[src/pkg/sto_pkg.sv]
`default_nettype none
package sto_pkg;

  // Clock rate in kHz.
  localparam int unsigned CLK_KHZ = 50000;

  // Times in their printed units.
  localparam int unsigned MISMATCH_S    = 10;
  localparam int unsigned OFF_LATENCY_US = 4000;
  localparam int unsigned GLITCH_US     = 500;

  // A glitch of GLITCH_US or less must be ignored; the filter accepts an OFF
  // level only once it has lasted strictly longer than that.
  localparam int unsigned GLITCH_CYC = GLITCH_US * (CLK_KHZ / 1000);
  localparam int unsigned FILTER_CYC = GLITCH_CYC + 1;

  // Longest allowed delay from both channels OFF to power removal.
  localparam int unsigned OFF_LATENCY_CYC = OFF_LATENCY_US * (CLK_KHZ / 1000);

  // Mismatch terminal count; 64-bit product, though it stays below 2^31.
  localparam longint unsigned MISMATCH_CYC =
    64'(MISMATCH_S) * 64'(CLK_KHZ) * 64'd1000;

  // Drive state machine.
  typedef enum logic [1:0] {
    ST_SAFE_OFF  = 2'b00,
    ST_BASE_BLK  = 2'b01,
    ST_RUN       = 2'b10,
    ST_WAIT_SVOFF = 2'b11
  } drive_state_e;

  // Filtered channel levels, high means ON (current flowing).
  typedef struct packed {
    logic chan_a_on;
    logic chan_b_on;
  } chan_level_s;

  // Status outputs grouped together.
  typedef struct packed {
    logic gate_enable;
    logic servo_ready;
    logic safe_off;
    logic base_block;
    logic timing_alarm;
  } drive_status_s;

endpackage
`default_nettype wire

[src/design/sto_input_filter.sv]
`default_nettype none
// Synchronises one safety input and rejects short OFF pulses. An ON level is
// passed at once so that recovery is not delayed; only the fall to OFF is
// qualified. Reset state is OFF, so the drive starts in safe-off.
module sto_input_filter #(
  parameter int unsigned FILTER_CYC = sto_pkg::FILTER_CYC
) (
  input  wire logic clk_i,
  input  wire logic nrst_i,
  input  wire logic raw_on_i,
  output logic      on_o
);

  localparam int unsigned CW = $clog2(FILTER_CYC + 1);

  logic          sync1_q;
  logic          sync2_q;
  logic [CW-1:0] cnt_q;
  logic [CW-1:0] cnt_d;
  logic          on_q;
  logic          on_d;

  // Filter: count consecutive OFF samples, drop ON only after FILTER_CYC.
  always_comb
  begin
    cnt_d = cnt_q;
    on_d  = on_q;
    if (sync2_q)
    begin
      cnt_d = '0;
      on_d  = 1'b1;
    end
    else if (cnt_q >= CW'(FILTER_CYC - 1))
    begin
      on_d = 1'b0; // see [RQ9]
    end
    else
    begin
      cnt_d = cnt_q + CW'(1);
    end
  end

  // Two-stage synchroniser, then the filter registers.
  always_ff @(posedge clk_i or negedge nrst_i)
  begin
    if (!nrst_i)
    begin
      sync1_q <= 1'b0;
      sync2_q <= 1'b0;
      cnt_q   <= '0;
      on_q    <= 1'b0;
    end
    else
    begin
      sync1_q <= raw_on_i;
      sync2_q <= sync1_q;
      cnt_q   <= cnt_d;
      on_q    <= on_d;
    end
  end

  assign on_o = on_q;

endmodule
`default_nettype wire

[src/design/safe_torque_off.sv]
`default_nettype none
// Contract
// [RQ1] Either safety input OFF enters safe-off and stops motor current.
// [RQ2] Each channel alone forces the power stage gate drive off.
// [RQ3] From safe-off, both inputs ON moves to base-block, ready for servo-on.
// [RQ4] Safe-off under servo-on needs servo-on dropped then reasserted.
// [RQ5] Controller should drop servo-on before turning both inputs OFF.
// [RQ6] Channels disagreeing for 10 s raise the timing alarm.
// [RQ7] Input is ON only with current flowing; open or grounded reads OFF.
// [RQ8] Both channels OFF removes motor power within 4 ms.
// [RQ9] OFF pulses of 0.5 ms or less are ignored.
// [RQ10] In safe-off, servo-on is ignored and servo ready is held OFF.
// [RQ11] Mismatch timer starts on disagreement, clears on agreement, alarms.
module safe_torque_off #(
  parameter longint unsigned MISMATCH_CYC = sto_pkg::MISMATCH_CYC,
  parameter int unsigned     FILTER_CYC   = sto_pkg::FILTER_CYC
) (
  input  wire logic clk_i,
  input  wire logic nrst_i,
  input  wire logic safety_off_request_a_i,
  input  wire logic safety_off_request_b_i,
  input  wire logic servo_on_i,
  input  wire logic alarm_clear_i,
  output logic      gate_enable_a_o,
  output logic      gate_enable_b_o,
  output logic      servo_ready_o,
  output logic      hardwired_safe_off_state_o,
  output logic      base_block_state_o,
  output logic      safety_input_timing_alarm_o
);

  // Width of the mismatch counter. At the default count this is a 29-bit
  // counter; it saturates at the terminal count, so a channel that stays
  // stuck for hours never wraps and loses the alarm condition.
  localparam int unsigned MW = $clog2(MISMATCH_CYC + 1);

  // Filtered channel levels and the synchronised host inputs. The host
  // inputs come from another board, so they pass two flip-flops first.
  sto_pkg::chan_level_s   chan;
  logic                   svon_s1_q;
  logic                   svon_q;
  logic                   clr_s1_q;
  logic                   clr_q;

  // Drive state, registered status, gate enables and the supervisor.
  sto_pkg::drive_state_e  state_q;
  sto_pkg::drive_state_e  state_d;
  sto_pkg::drive_status_s stat_q;
  sto_pkg::drive_status_s stat_d;
  logic                   gate_a_q;
  logic                   gate_a_d;
  logic                   gate_b_q;
  logic                   gate_b_d;
  logic [MW-1:0]          mis_q;
  logic [MW-1:0]          mis_d;
  logic                   alarm_q;
  logic                   alarm_d;

  // A safety input high means current flows into the pin. An open or
  // grounded line reads low and therefore as OFF. see [RQ7]
  sto_input_filter #(
    .FILTER_CYC (FILTER_CYC)
  ) u_filt_a (
    .clk_i    (clk_i),
    .nrst_i   (nrst_i),
    .raw_on_i (safety_off_request_a_i),
    .on_o     (chan.chan_a_on)
  );

  // Channel B has its own filter, so one stuck filter cannot mask the other.
  sto_input_filter #(
    .FILTER_CYC (FILTER_CYC)
  ) u_filt_b (
    .clk_i    (clk_i),
    .nrst_i   (nrst_i),
    .raw_on_i (safety_off_request_b_i),
    .on_o     (chan.chan_b_on)
  );

  // Drive state machine and status outputs. The states are:
  //   safe-off        power stage off, servo-on ignored, ready held off;
  //   wait-servo-off  both channels back while servo-on is still up, so
  //                   the host must drop it once before the drive re-arms;
  //   base-block      both channels ON and ready for servo-on;
  //   run             gates driven.
  // Status is decoded from the next state, timing_alarm from alarm_d, so that
  // every status register changes on the same edge as the register it reports.
  always_comb
  begin
    state_d = state_q;
    case (state_q)
      sto_pkg::ST_SAFE_OFF:
      begin
        // Servo-on is ignored here; leaving needs both channels ON.
        // Servo-on still up on return means it was never dropped.
        if (chan.chan_a_on && chan.chan_b_on)
        begin
          if (svon_q)
            state_d = sto_pkg::ST_WAIT_SVOFF; // see [RQ4]
          else
            state_d = sto_pkg::ST_BASE_BLK; // see [RQ3]
        end
      end
      sto_pkg::ST_WAIT_SVOFF:
      begin
        // A channel lost again drops back to plain safe-off.
        if (!(chan.chan_a_on && chan.chan_b_on))
          state_d = sto_pkg::ST_SAFE_OFF;
        else if (!svon_q)
          state_d = sto_pkg::ST_BASE_BLK; // see [RQ4]
      end
      sto_pkg::ST_BASE_BLK:
      begin
        // Ready and waiting; a raised servo-on starts the run only from here.
        if (!(chan.chan_a_on && chan.chan_b_on))
          state_d = sto_pkg::ST_SAFE_OFF; // see [RQ1]
        else if (svon_q)
          state_d = sto_pkg::ST_RUN;
      end
      sto_pkg::ST_RUN:
      begin
        // Losing either channel stops the gates before anything else.
        if (!(chan.chan_a_on && chan.chan_b_on))
          state_d = sto_pkg::ST_SAFE_OFF; // see [RQ1]
        else if (!svon_q)
          state_d = sto_pkg::ST_BASE_BLK;
      end
      default:
      begin
        state_d = sto_pkg::ST_SAFE_OFF;
      end
    endcase

    stat_d.safe_off     = (state_d == sto_pkg::ST_SAFE_OFF) ||
                          (state_d == sto_pkg::ST_WAIT_SVOFF);
    stat_d.base_block   = (state_d == sto_pkg::ST_BASE_BLK);
    // Ready only in base-block, never while safe-off holds. see [RQ10]
    stat_d.servo_ready  = (state_d == sto_pkg::ST_BASE_BLK);
    stat_d.gate_enable  = (state_d == sto_pkg::ST_RUN);
    stat_d.timing_alarm = alarm_d;
  end

  // Each gate enable is also qualified directly by its own channel, so a
  // stuck state machine or the other channel's path cannot keep it on.
  // Removal follows the filter output by one cycle; with synchroniser and
  // filter the total stays far inside the 4 ms budget. Registering both
  // enables costs that cycle but keeps the power stage free of glitches.
  always_comb
  begin
    gate_a_d = stat_d.gate_enable && chan.chan_a_on; // see [RQ2] [RQ8]
    gate_b_d = stat_d.gate_enable && chan.chan_b_on; // see [RQ2] [RQ8]
  end

  // Mismatch supervisor. The alarm is sticky until a clear request, but a
  // terminal count in the same cycle wins over the clear, so a clear held
  // during a lasting mismatch has no effect. The alarm only reports: it
  // never touches the state machine, which already shuts down on any OFF.
  always_comb
  begin
    mis_d   = mis_q;
    alarm_d = alarm_q;
    if (chan.chan_a_on == chan.chan_b_on)
    begin
      mis_d = '0; // see [RQ11]
    end
    else if (mis_q < MW'(MISMATCH_CYC))
    begin
      mis_d = mis_q + MW'(1); // see [RQ11]
    end
    if (clr_q)
      alarm_d = 1'b0;
    if (chan.chan_a_on != chan.chan_b_on &&
        mis_q >= MW'(MISMATCH_CYC - 1))
      alarm_d = 1'b1; // see [RQ6] [RQ11]
  end

  // Register all state; host inputs are synchronised first. Every reset
  // value is the safe one, so the drive never moves before both channels
  // have been seen ON.
  always_ff @(posedge clk_i or negedge nrst_i)
  begin
    if (!nrst_i)
    begin
      svon_s1_q <= 1'b0;
      svon_q    <= 1'b0;
      clr_s1_q  <= 1'b0;
      clr_q     <= 1'b0;
      state_q   <= sto_pkg::ST_SAFE_OFF;
      stat_q    <= '{gate_enable  : 1'b0,
                     servo_ready  : 1'b0,
                     safe_off     : 1'b1,
                     base_block   : 1'b0,
                     timing_alarm : 1'b0}; // see [RQ1]
      gate_a_q  <= 1'b0;
      gate_b_q  <= 1'b0;
      mis_q     <= '0;
      alarm_q   <= 1'b0;
    end
    else
    begin
      svon_s1_q <= servo_on_i;
      svon_q    <= svon_s1_q;
      clr_s1_q  <= alarm_clear_i;
      clr_q     <= clr_s1_q;
      state_q   <= state_d;
      stat_q    <= stat_d;
      gate_a_q  <= gate_a_d;
      gate_b_q  <= gate_b_d;
      mis_q     <= mis_d;
      alarm_q   <= alarm_d;
    end
  end

  // Outputs come straight from registers, so no decode glitch reaches
  // the power stage or the host.
  assign gate_enable_a_o             = gate_a_q;
  assign gate_enable_b_o             = gate_b_q;
  assign servo_ready_o               = stat_q.servo_ready;
  assign hardwired_safe_off_state_o  = stat_q.safe_off;
  assign base_block_state_o          = stat_q.base_block;
  assign safety_input_timing_alarm_o = stat_q.timing_alarm;

endmodule
`default_nettype wire

[config.mk]
export PLATFORM = sky130hd
export DESIGN_NAME = safe_torque_off
export DESIGN_NICKNAME = d
export VERILOG_FILES = /design/src/pkg/sto_pkg.sv /design/src/design/sto_input_filter.sv /design/src/design/safe_torque_off.sv
export SDC_FILE = /design/constraint.sdc
export NUM_CORES = 1
export LEC_CHECK = 0
export BUFFER_PORTS_ARGS = -buffer_cell sky130_fd_sc_hd__buf_2
export CAP_MARGIN = 40
export CORE_ASPECT_RATIO = 0.5
export CORE_MARGIN = 2
export CORE_UTILIZATION = 60
export CTS_BUF_LIST = sky130_fd_sc_hd__clkbuf_4 sky130_fd_sc_hd__clkbuf_8
export CTS_CLUSTER_DIAMETER = 120
export DETAILED_ROUTE_END_ITERATION = 7
export PLACE_DENSITY_LB_ADDON = 0.15
export SLEW_MARGIN = 20
export SYNTH_ARGS = -nofsm -noshare
export SYNTH_HDL_FRONTEND = slang
export SYNTH_SLANG_ARGS = --single-unit
[constraint.sdc]
create_clock -name clk_i -period 2.7 [get_ports clk_i]
set_input_delay 0.27 -clock clk_i [delete_from_list [all_inputs] [get_ports clk_i]]
set_output_delay 0.27 -clock clk_i [all_outputs]
set_load 0.01 [all_outputs]
# == Word-level counts from Yosys, hierarchy flattened ==
# Cells that the tools add are included.
# classes
n_mux,19
n_reduce_logical,12
eq_ne,10
magnitude_cmp,4
n_addsub,3
# op_table
operator,n
15-bit two-way mux,4
29-bit two-way mux,2
15-bit by 1-bit adder with 15-bit output (second input constant),2
15-bit >= comparator (second input constant),2
29-bit by 1-bit adder with 29-bit output (second input constant),1
29-bit >= comparator (second input constant),1
29-bit < comparator (second input constant),1
2-bit two-way mux,6
2-bit == test (second input constant),4
2-bit nonzero test,4
1-bit two-way mux,6
2-bit case mux with 3 select lines,1
2-bit by 1-bit == test with 1-bit output (second input constant),2
1-bit logical AND,4
2-bit logical NOT,2
2-bit by 1-bit != test with 1-bit output (second input constant),2
2-bit OR reduction,1
1-bit == test,1
1-bit logical OR,1
1-bit != test,1
# totals
input_bits,6
wordCells,67
register_bits,76

# == Longest topological paths before layout ==
# Gate-level depths: netlist of run 1.
# logic_depth
word_depth,5
ltp_mapped,7
ltp_nobuf,7

# == Modules after synthesis ==
# Synthesis of run 1 repeated with hierarchy kept, for this count alone.
# unflattened
cells_unflattened,413
hier_area_um2,4091.4
# by_module_without_submodules
module,cells_per_inst,n_inst,area_per_inst_um2
safe_torque_off,219,1,2187.1
sto_input_filter,97,2,952.2

# == Worst setup path after synthesis of run 1 ==
# OpenSTA, ideal clock, no wires.
# synth_timing
path_kind,reg-to-reg
from,register mis_q[25]
to,register mis_q[12]
slack_ns,0.793
stages_incl_launch_ff,8
t_arrival_ns,1.788
cell_sequence,dfrtp_1 > or3_4 > nor4_4 > nand4_4 > buf_6 > nand4_1 > xnor2_1 > and2_1
# synth_between
elab_chain_cells,2
# synth_lines
element,line,text
"start, declared",safe_torque_off.sv:54,logic [MW-1:0] mis_q;
"start signal, assigned",safe_torque_off.sv:209,mis_q <= mis_d;
29-bit < comparator,safe_torque_off.sv:166,else if (mis_q < MW'(MISMATCH_CYC))
2-bit nonzero test (no source line),-,
# No other way between the ends.
# A chain may end at the register's enable or synchronous reset.

# == Final worst setup path of run 1 ==
# layout_timing
from,register mis_q[25]
to,register mis_q[0]
# The elaborated chain is that of the path after synthesis.

==> results of run 1 <==
-- repair_timing --
action | 4_1_cts | 5_1_grt
endpoints found under the hold margin | 31 | 0
setup endpoints to repair | 0 | 0
buffers inserted | 0 | 0
hold buffers | 1 | 0
-- worst min-delay path by stage --
stage | from | end | slack (ns) | depth (start not counted)
floorplan | nrst_i | alarm_q | -0.03 | 0
global placement | clr_s1_q | clr_q | 0.33 | 0
detailed placement | nrst_i | u_filt_a.cnt_q[3] | 0.24 | 1
CTS | alarm_clear_i | clr_s1_q | 0.01 | 1
global route | safety_off_request_b_i | u_filt_b.sync1_q | 0.005 | 1
finish | servo_on_i | svon_s1_q | 0.03 | 1
-- Yosys cell counts, types with 3 or more instances --
cell / number / area [sq um]
nand4_1: 23 / 144
ha_1: 8 / 100
clkbuf_1: 8 / 30.0
nor3_1: 7 / 35.0
nand3_1: 18 / 90.1
dfrtp_1: 75 / 1880
mux2i_1: 4 / 40.0
inv_1: 13 / 48.8
and4_1: 5 / 43.8
a21oi_1: 8 / 40.0
or3_1: 5 / 31.3
nand3_2: 7 / 70.1
nor2_1: 39 / 146
nor4_1: 8 / 50.1
o21ai_0: 8 / 40.0
xnor2_1: 32 / 280
and2_1: 25 / 156
nand2b_1: 3 / 18.8
nand2_1: 24 / 90.1
xor2_1: 13 / 114
and3_1: 13 / 81.3
-- layer usage --
| layer | global-route usage | part of all wire | up-vias |
|---|---|---|---|
| met5 | 0 | 0 | - |
| li1 | - | - | 1327 |
| met2 | 0.365 | 0.47 | 34 |
| met3 | 0.0799 | 0.037 | 8 |
| met1 | 0.284 | 0.48 | 1360 |
| met4 | 0.0874 | 0.0090 | 0 |
-- cell type report --
cell class / instances / area, sq um
clock inverters: 3 / 42.5
multi-input cells: 275 / 1820
fillers: 475 / 1920
flip-flops and latches: 76 / 1900
repair buffers: 16 / 110
well taps: 88 / 110
inverters: 13 / 48.8
clock buffers: 13 / 179
-- where the power goes --
group	switching [mW]	internal, mW
registers	0.0213	1.16
clock network	0.399	0.526
logic	0.0443	0.0264
-- cells in the final DEF, fill, tap and decap left out, types with 3 or more instances in the layout --
master / count
a21oi_1: 8
and2_1: 25
and3_1: 13
and4_1: 5
buf_2: 10
buf_4: 4
clkbuf_8: 13
dfrtp_1: 75
ha_1: 8
inv_1: 13
mux2i_1: 4
nand2_1: 24
nand2b_1: 3
nand3_1: 18
nand3_2: 7
nand4_1: 23
nor2_1: 39
nor3_1: 7
nor4_1: 8
o21ai_0: 8
or3_1: 5
xnor2_1: 32
xor2_1: 13
-- registers in the layout, indices dropped and copies added, names as in the netlist, 2 cells and up --
name	flops
u_filt_b.cnt_q	15
state_q	2
u_filt_a.cnt_q	15
mis_q	29
-- kinds of logic after synthesis --
| kind of cell | after synthesis | synth area share |
|---|---|---|
| buffers and inverters | 25 | 0.0278 |
| DFF | 76 | 0.497 |
| and+or+nand+nor | 186 | 0.275 |
| muxes | 4 | 0.0105 |
| xor gates and xnor gates | 45 | 0.103 |
| AOI/OAI and AO/OA | 32 | 0.0611 |
| adders and majority gates | 8 | 0.0261 |
-- metrics by stage --
stage | cells | hold WS, ns | setup WS, ns
floorplan | 376 | -0.0256 | 0.793
global placement | 465 | 0.333 | 0.640
detailed placement | 467 | 0.237 | 0.527
CTS | 484 | 0.0116 | 0.534
global route | 484 | 0.00522 | 0.399
finish | 484 | 0.0314 | 0.526
==> run metrics, run 1 <==
Port Buffers=11; Worst Path Buf+Inv=0; WL final=around 7000 microns; Seq/Total Area, Yosys=0.497; Max transition margin=0.614; Area Overhead vs Synth=10.0%; status=finished, final reports clean; Critical path origin=mis_q[25]; Critical path destination=mis_q[0]; CP cell instances=or3_4, nor4_4, nand4_4, nand2_1, xnor2_1, and2_1; # rows=20; setup TNS=0 ns; Reg2Reg Depth=6; core area=0.00613 sq mm; yosys warns=0; Mapped Cells=376; antenna violations before repair=0; Post-Syn Area=0.00383 sq mm; Tot GR Track Use=0.225; H-tree lvl count=3; Slew Limit Fails=0; Routed WL per cell=14.4 microns; Synth Flop Type=dfrtp_1; Synthesized Nets=390; PD cells=517 mW/mm^2; Die ar.=0.00708 sq mm; starting density of the core=0.625; CP max FO=18; post-route clock skew=0.0109 ns; Reg2Reg Setup Slack=0.53 ns; CP endpoint kind=register; residual DRC count=0; fin nets=between 400 and 500; CP max stage cell=dfrtp_1; Leakage=approximately 1.8 nW; Reg clk slew, reported paths=0.07 ns; vias in the first global route=2625; Die Wd=117 microns; grt total ovfl=0; VDD IR max=between 0.4 and 0.5 mV; Post-Place Cell Area=around 0.0040 sq mm; Worst-Margin Slew=0.579 ns; Yosys cell types=46; Critical Path Max Stage Delay=0.42 ns; Root Buffer=clkbuf_8; Skew-Pair Late Insertion Delay=0.35 ns; period utilization=0.805; RSZ-0062 raised after global routing=no; final core occ=0.688; largest net degree at the start of global routing=46; final setup vio count=0; Final min period=2.17 ns; Total Power=around 2.2 mW; FFs w/ async S/R, synth=1.00; Hold Crit Class=input pin to register; f_max=460 MHz; drt pass-1 iters=4; Worst setup SP type=register; dpl hpwl=between 4000 and 5000 microns; Finished Cell Area=0.00422 sq mm; Worst R2R End=mis_q[0]; DR vias/cell=~5.6; max-cap violations=0; via count=2729; maximum clock insertion buffer count=2; die height=60.5 microns; worst r2r src=mis_q[25]; number of synthesized flops with an enable pin=0; # diodes=0; first-pass GRT wire length=11900 microns; Initial DRC Count=127; fraction of layout cells with a size suffix above 1=0.119; RD Place Congestion=between 0.9 and 1; Top delay family on crit path=simple AND/OR/NAND/NOR gates; Mapped Avg Cell Area=10.2 sq um; post-cts sizing count=0; # IOs=12; final hold violation count=0; critical path depth=6; Crit Path Category=register to register; flops & latches, synth=76; crit path DAT=2.41 ns; Worst EP required=2.94 ns; CTS tree=done; CTS Buf Count=9; antenna-violating nets left=0; # clock sinks=76
Power figures use the tool's default switching activity.
==> run 2: changes to the inputs <==
CORE_UTILIZATION = 58   (was 60)
clock period = 1.9 ns   (was 2.7 ns; I/O delays follow)
==> run metrics, run 2 (synthesis gave the netlist of run 1 again) <==
Crit Path Category=register to register; final hold violation count=0 (unchanged); Critical Path Max Stage Delay=0.44 ns (+0.02 ns); Tot GR Track Use=0.239 (+0.0139); CP max FO=6 (-12); Routed WL per cell=15.0 microns (+4.0%); # IOs=12 (unchanged); VDD IR max=0.390 mV (-6.1%); via count=2841 (+4.1%); Max transition margin=0.596 (-0.0183); Gate power share=0.036 (+0.004); WL final=7680 microns (+10%); die height=61.5 microns (+1.6%); Clk network pwr share=0.408 (-0.017); Seq. cell area=0.00190 sq mm (about the same); antenna-violating nets left=0 (unchanged); Leakage=1.97 nW (+9.7%); final core occ=0.724 (+0.0363); largest net degree at the start of global routing=48 (+4.3%); Initial DRC Count=163 (+28%); Psw=683 uW (+47%); starting density of the core=0.615 (-0.0100); sequential power share=0.556 (+0.013); Port Buffers=11 (unchanged); first-pass GRT wire length=13300 microns (+11%); Final min period=1.91 ns (-0.269 ns); Top delay family on crit path=simple AND/OR/NAND/NOR gates; Reg clk slew, reported paths=0.08 ns (about the same); # diodes=0 (unchanged); final setup vio count=1 (+1); number of fill cells in the layout=458 (-3.6%); post-route clock skew=0.00899 ns (-0.00195 ns); failing checks=negative setup slack; antenna violations before repair=0 (unchanged); vias in the first global route=2826 (+7.7%); fraction of layout cells with a size suffix above 1=0.195 (+0.0766); Reg with most FFs=mis_q; Worst EP required=2.20 ns (-0.74 ns); Reg2Reg Depth=6 (unchanged); grt total ovfl=0 (unchanged); Hold Crit Class=register to register; Die Wd=119 microns (+1.7%); residual DRC count=0 (unchanged); CP endpoint kind=register; f_max=525 MHz (+14%); fin cells=513 (+6.0%); # clock sinks=76 (unchanged); crit path DAT=2.21 ns (-0.20 ns); Net Sw Frac=0.226 (+0.0127); maximum clock insertion buffer count=2 (unchanged); period utilization=1.00 (+0.197); RD Place Congestion=0.890 (-2.5%); CP max stage cell=dfrtp_2; CTS tree=done; RSZ-0062 raised after global routing=yes; # rows=20 (unchanged); core area=0.00623 sq mm (+1.6%); Worst-Margin Slew=0.606 ns (+0.0275 ns); Power Internal=2.34 mW (+37%); multi-input logic area=0.00189 sq mm (+3.8%); Skew-Pair Late Insertion Delay=0.36 ns (about the same); status=finished with violations; max reg flops=29 (unchanged); DR vias/cell=5.54 (-1.8%); dpl hpwl=5120 microns (+3.7%); worst hold stages=0 (-1); Area Overhead vs Synth=17.7%; Worst Path Buf+Inv=0 (unchanged); commonest non-fill, non-tap cell in the layout=dfrtp_1; placed cells=490 (+4.9%); drt pass-1 iters=4 (unchanged); dpl ws=0.0165 ns (-0.511 ns); Root Buffer=clkbuf_8; H-tree lvl count=3 (unchanged); Slew Limit Fails=0 (unchanged); Top Registers=mis_q (29), u_filt_a.cnt_q (15), u_filt_b.cnt_q (15); most frequent cells in the layout=dfrtp_1, nor2_1, xnor2_1, buf_4, and2_1; Worst setup SP type=register; max-cap violations=0 (unchanged); setup TNS=-0.00520 ns (-0.00520 ns); PD cells=670 mW/mm^2 (+30%); critical path depth=6 (unchanged); fin nets=435 (+7.4%); min setup slack post-route=-0.00520 ns (-0.531 ns); Die ar.=0.00731 sq mm (+3.3%); CTS Buf Count=9 (unchanged); CP cell instances=or3_4, o21bai_4, a2111oi_4, and3_1, xor2_1, and2_1
## run 2: cell types whose count changed in the layout (fill, tap and decap cells not counted), moves of 2 or more
cell	delta
buf_4	+24
dlygate4sd3_1	+4
clkbuf_8	-3
nor4_1	-2
nor4_2	+2
nor4b_1	-2
nor4b_2	+2
xnor2_1	-2
xnor2_2	+2
## run 2: final timing paths
kind / start / end / slack, ns
min in group asynchronous: nrst_i / gate_enable_b_o / 0.39
max: mis_q[20] / mis_q[23] / -0.005
min reg2reg: u_filt_a.sync1_q / u_filt_a.sync2_q / 0.35
max in group asynchronous: nrst_i / mis_q[3] / 0.93
min: u_filt_a.sync1_q / u_filt_a.sync2_q / 0.35
max reg2reg: mis_q[20] / mis_q[23] / -0.005
## run 2: repair_timing
action,4_1_cts,5_1_grt
setup buffers,1,2
gates resized for setup,1,15
hold buffers,5,0
gates cloned,0,0
setup endpoints to repair,2,33
pin swaps,0,8
endpoints found under the hold margin,49,0
## run 2: routing by layer
layer / up-vias / wire length [microns] / track usage
met4: 0 / 106 / 0.0867
met2: 44 / 3610 / 0.406
li1: 1388 / - / -
met5: - / 0 / 0
met3: 12 / 277 / 0.0806
met1: 1397 / 3690 / 0.295
## run 2: final cells by class
| type | instances | area share |
|---|---|---|
| clock inverters | 4 | 0.0111 |
| multi-input cells | 275 | 0.419 |
| well taps | 88 | 0.0244 |
| clock buffers | 11 | 0.0322 |
| repair buffers | 46 | 0.0802 |
| flip-flops and latches | 76 | 0.422 |
| inverters | 13 | 0.0108 |
## run 2: worst register-to-register path: cells and delay by family, from the launching register on
family                    cells  cell delay [ns]
DFF                           1             0.44
and+or+nand+nor               3             0.72
xor gates and xnor gates      1             0.13
AOI/OAI and AO/OA             2             0.57
## run 2: metrics by stage
step           total power [mW]  hold slack [ns]  instance area, sq um
3_3_place_gp               1.81            0.229                  4170
5_1_grt                    3.15            0.371                  4510
2_1_floorplan              1.75           -0.106                  3830
4_1_cts                    3.06            0.356                  4430
3_5_place_dp               1.82            0.242                  4170
6_report                   3.02            0.353                  4510
## run 2: power by group through the flow
| stage | Combinational [mW] | Sequential (mW) | Clock, mW |
|---|---|---|---|
| finish | 0.109 | 1.68 | 1.23 |
| global route | 0.127 | 1.68 | 1.34 |
| CTS | 0.112 | 1.68 | 1.27 |
| detailed placement | 0.104 | 1.71 | 0 |
| global placement | 0.0981 | 1.71 | 0 |
| floorplan | 0.0498 | 1.70 | 0 |
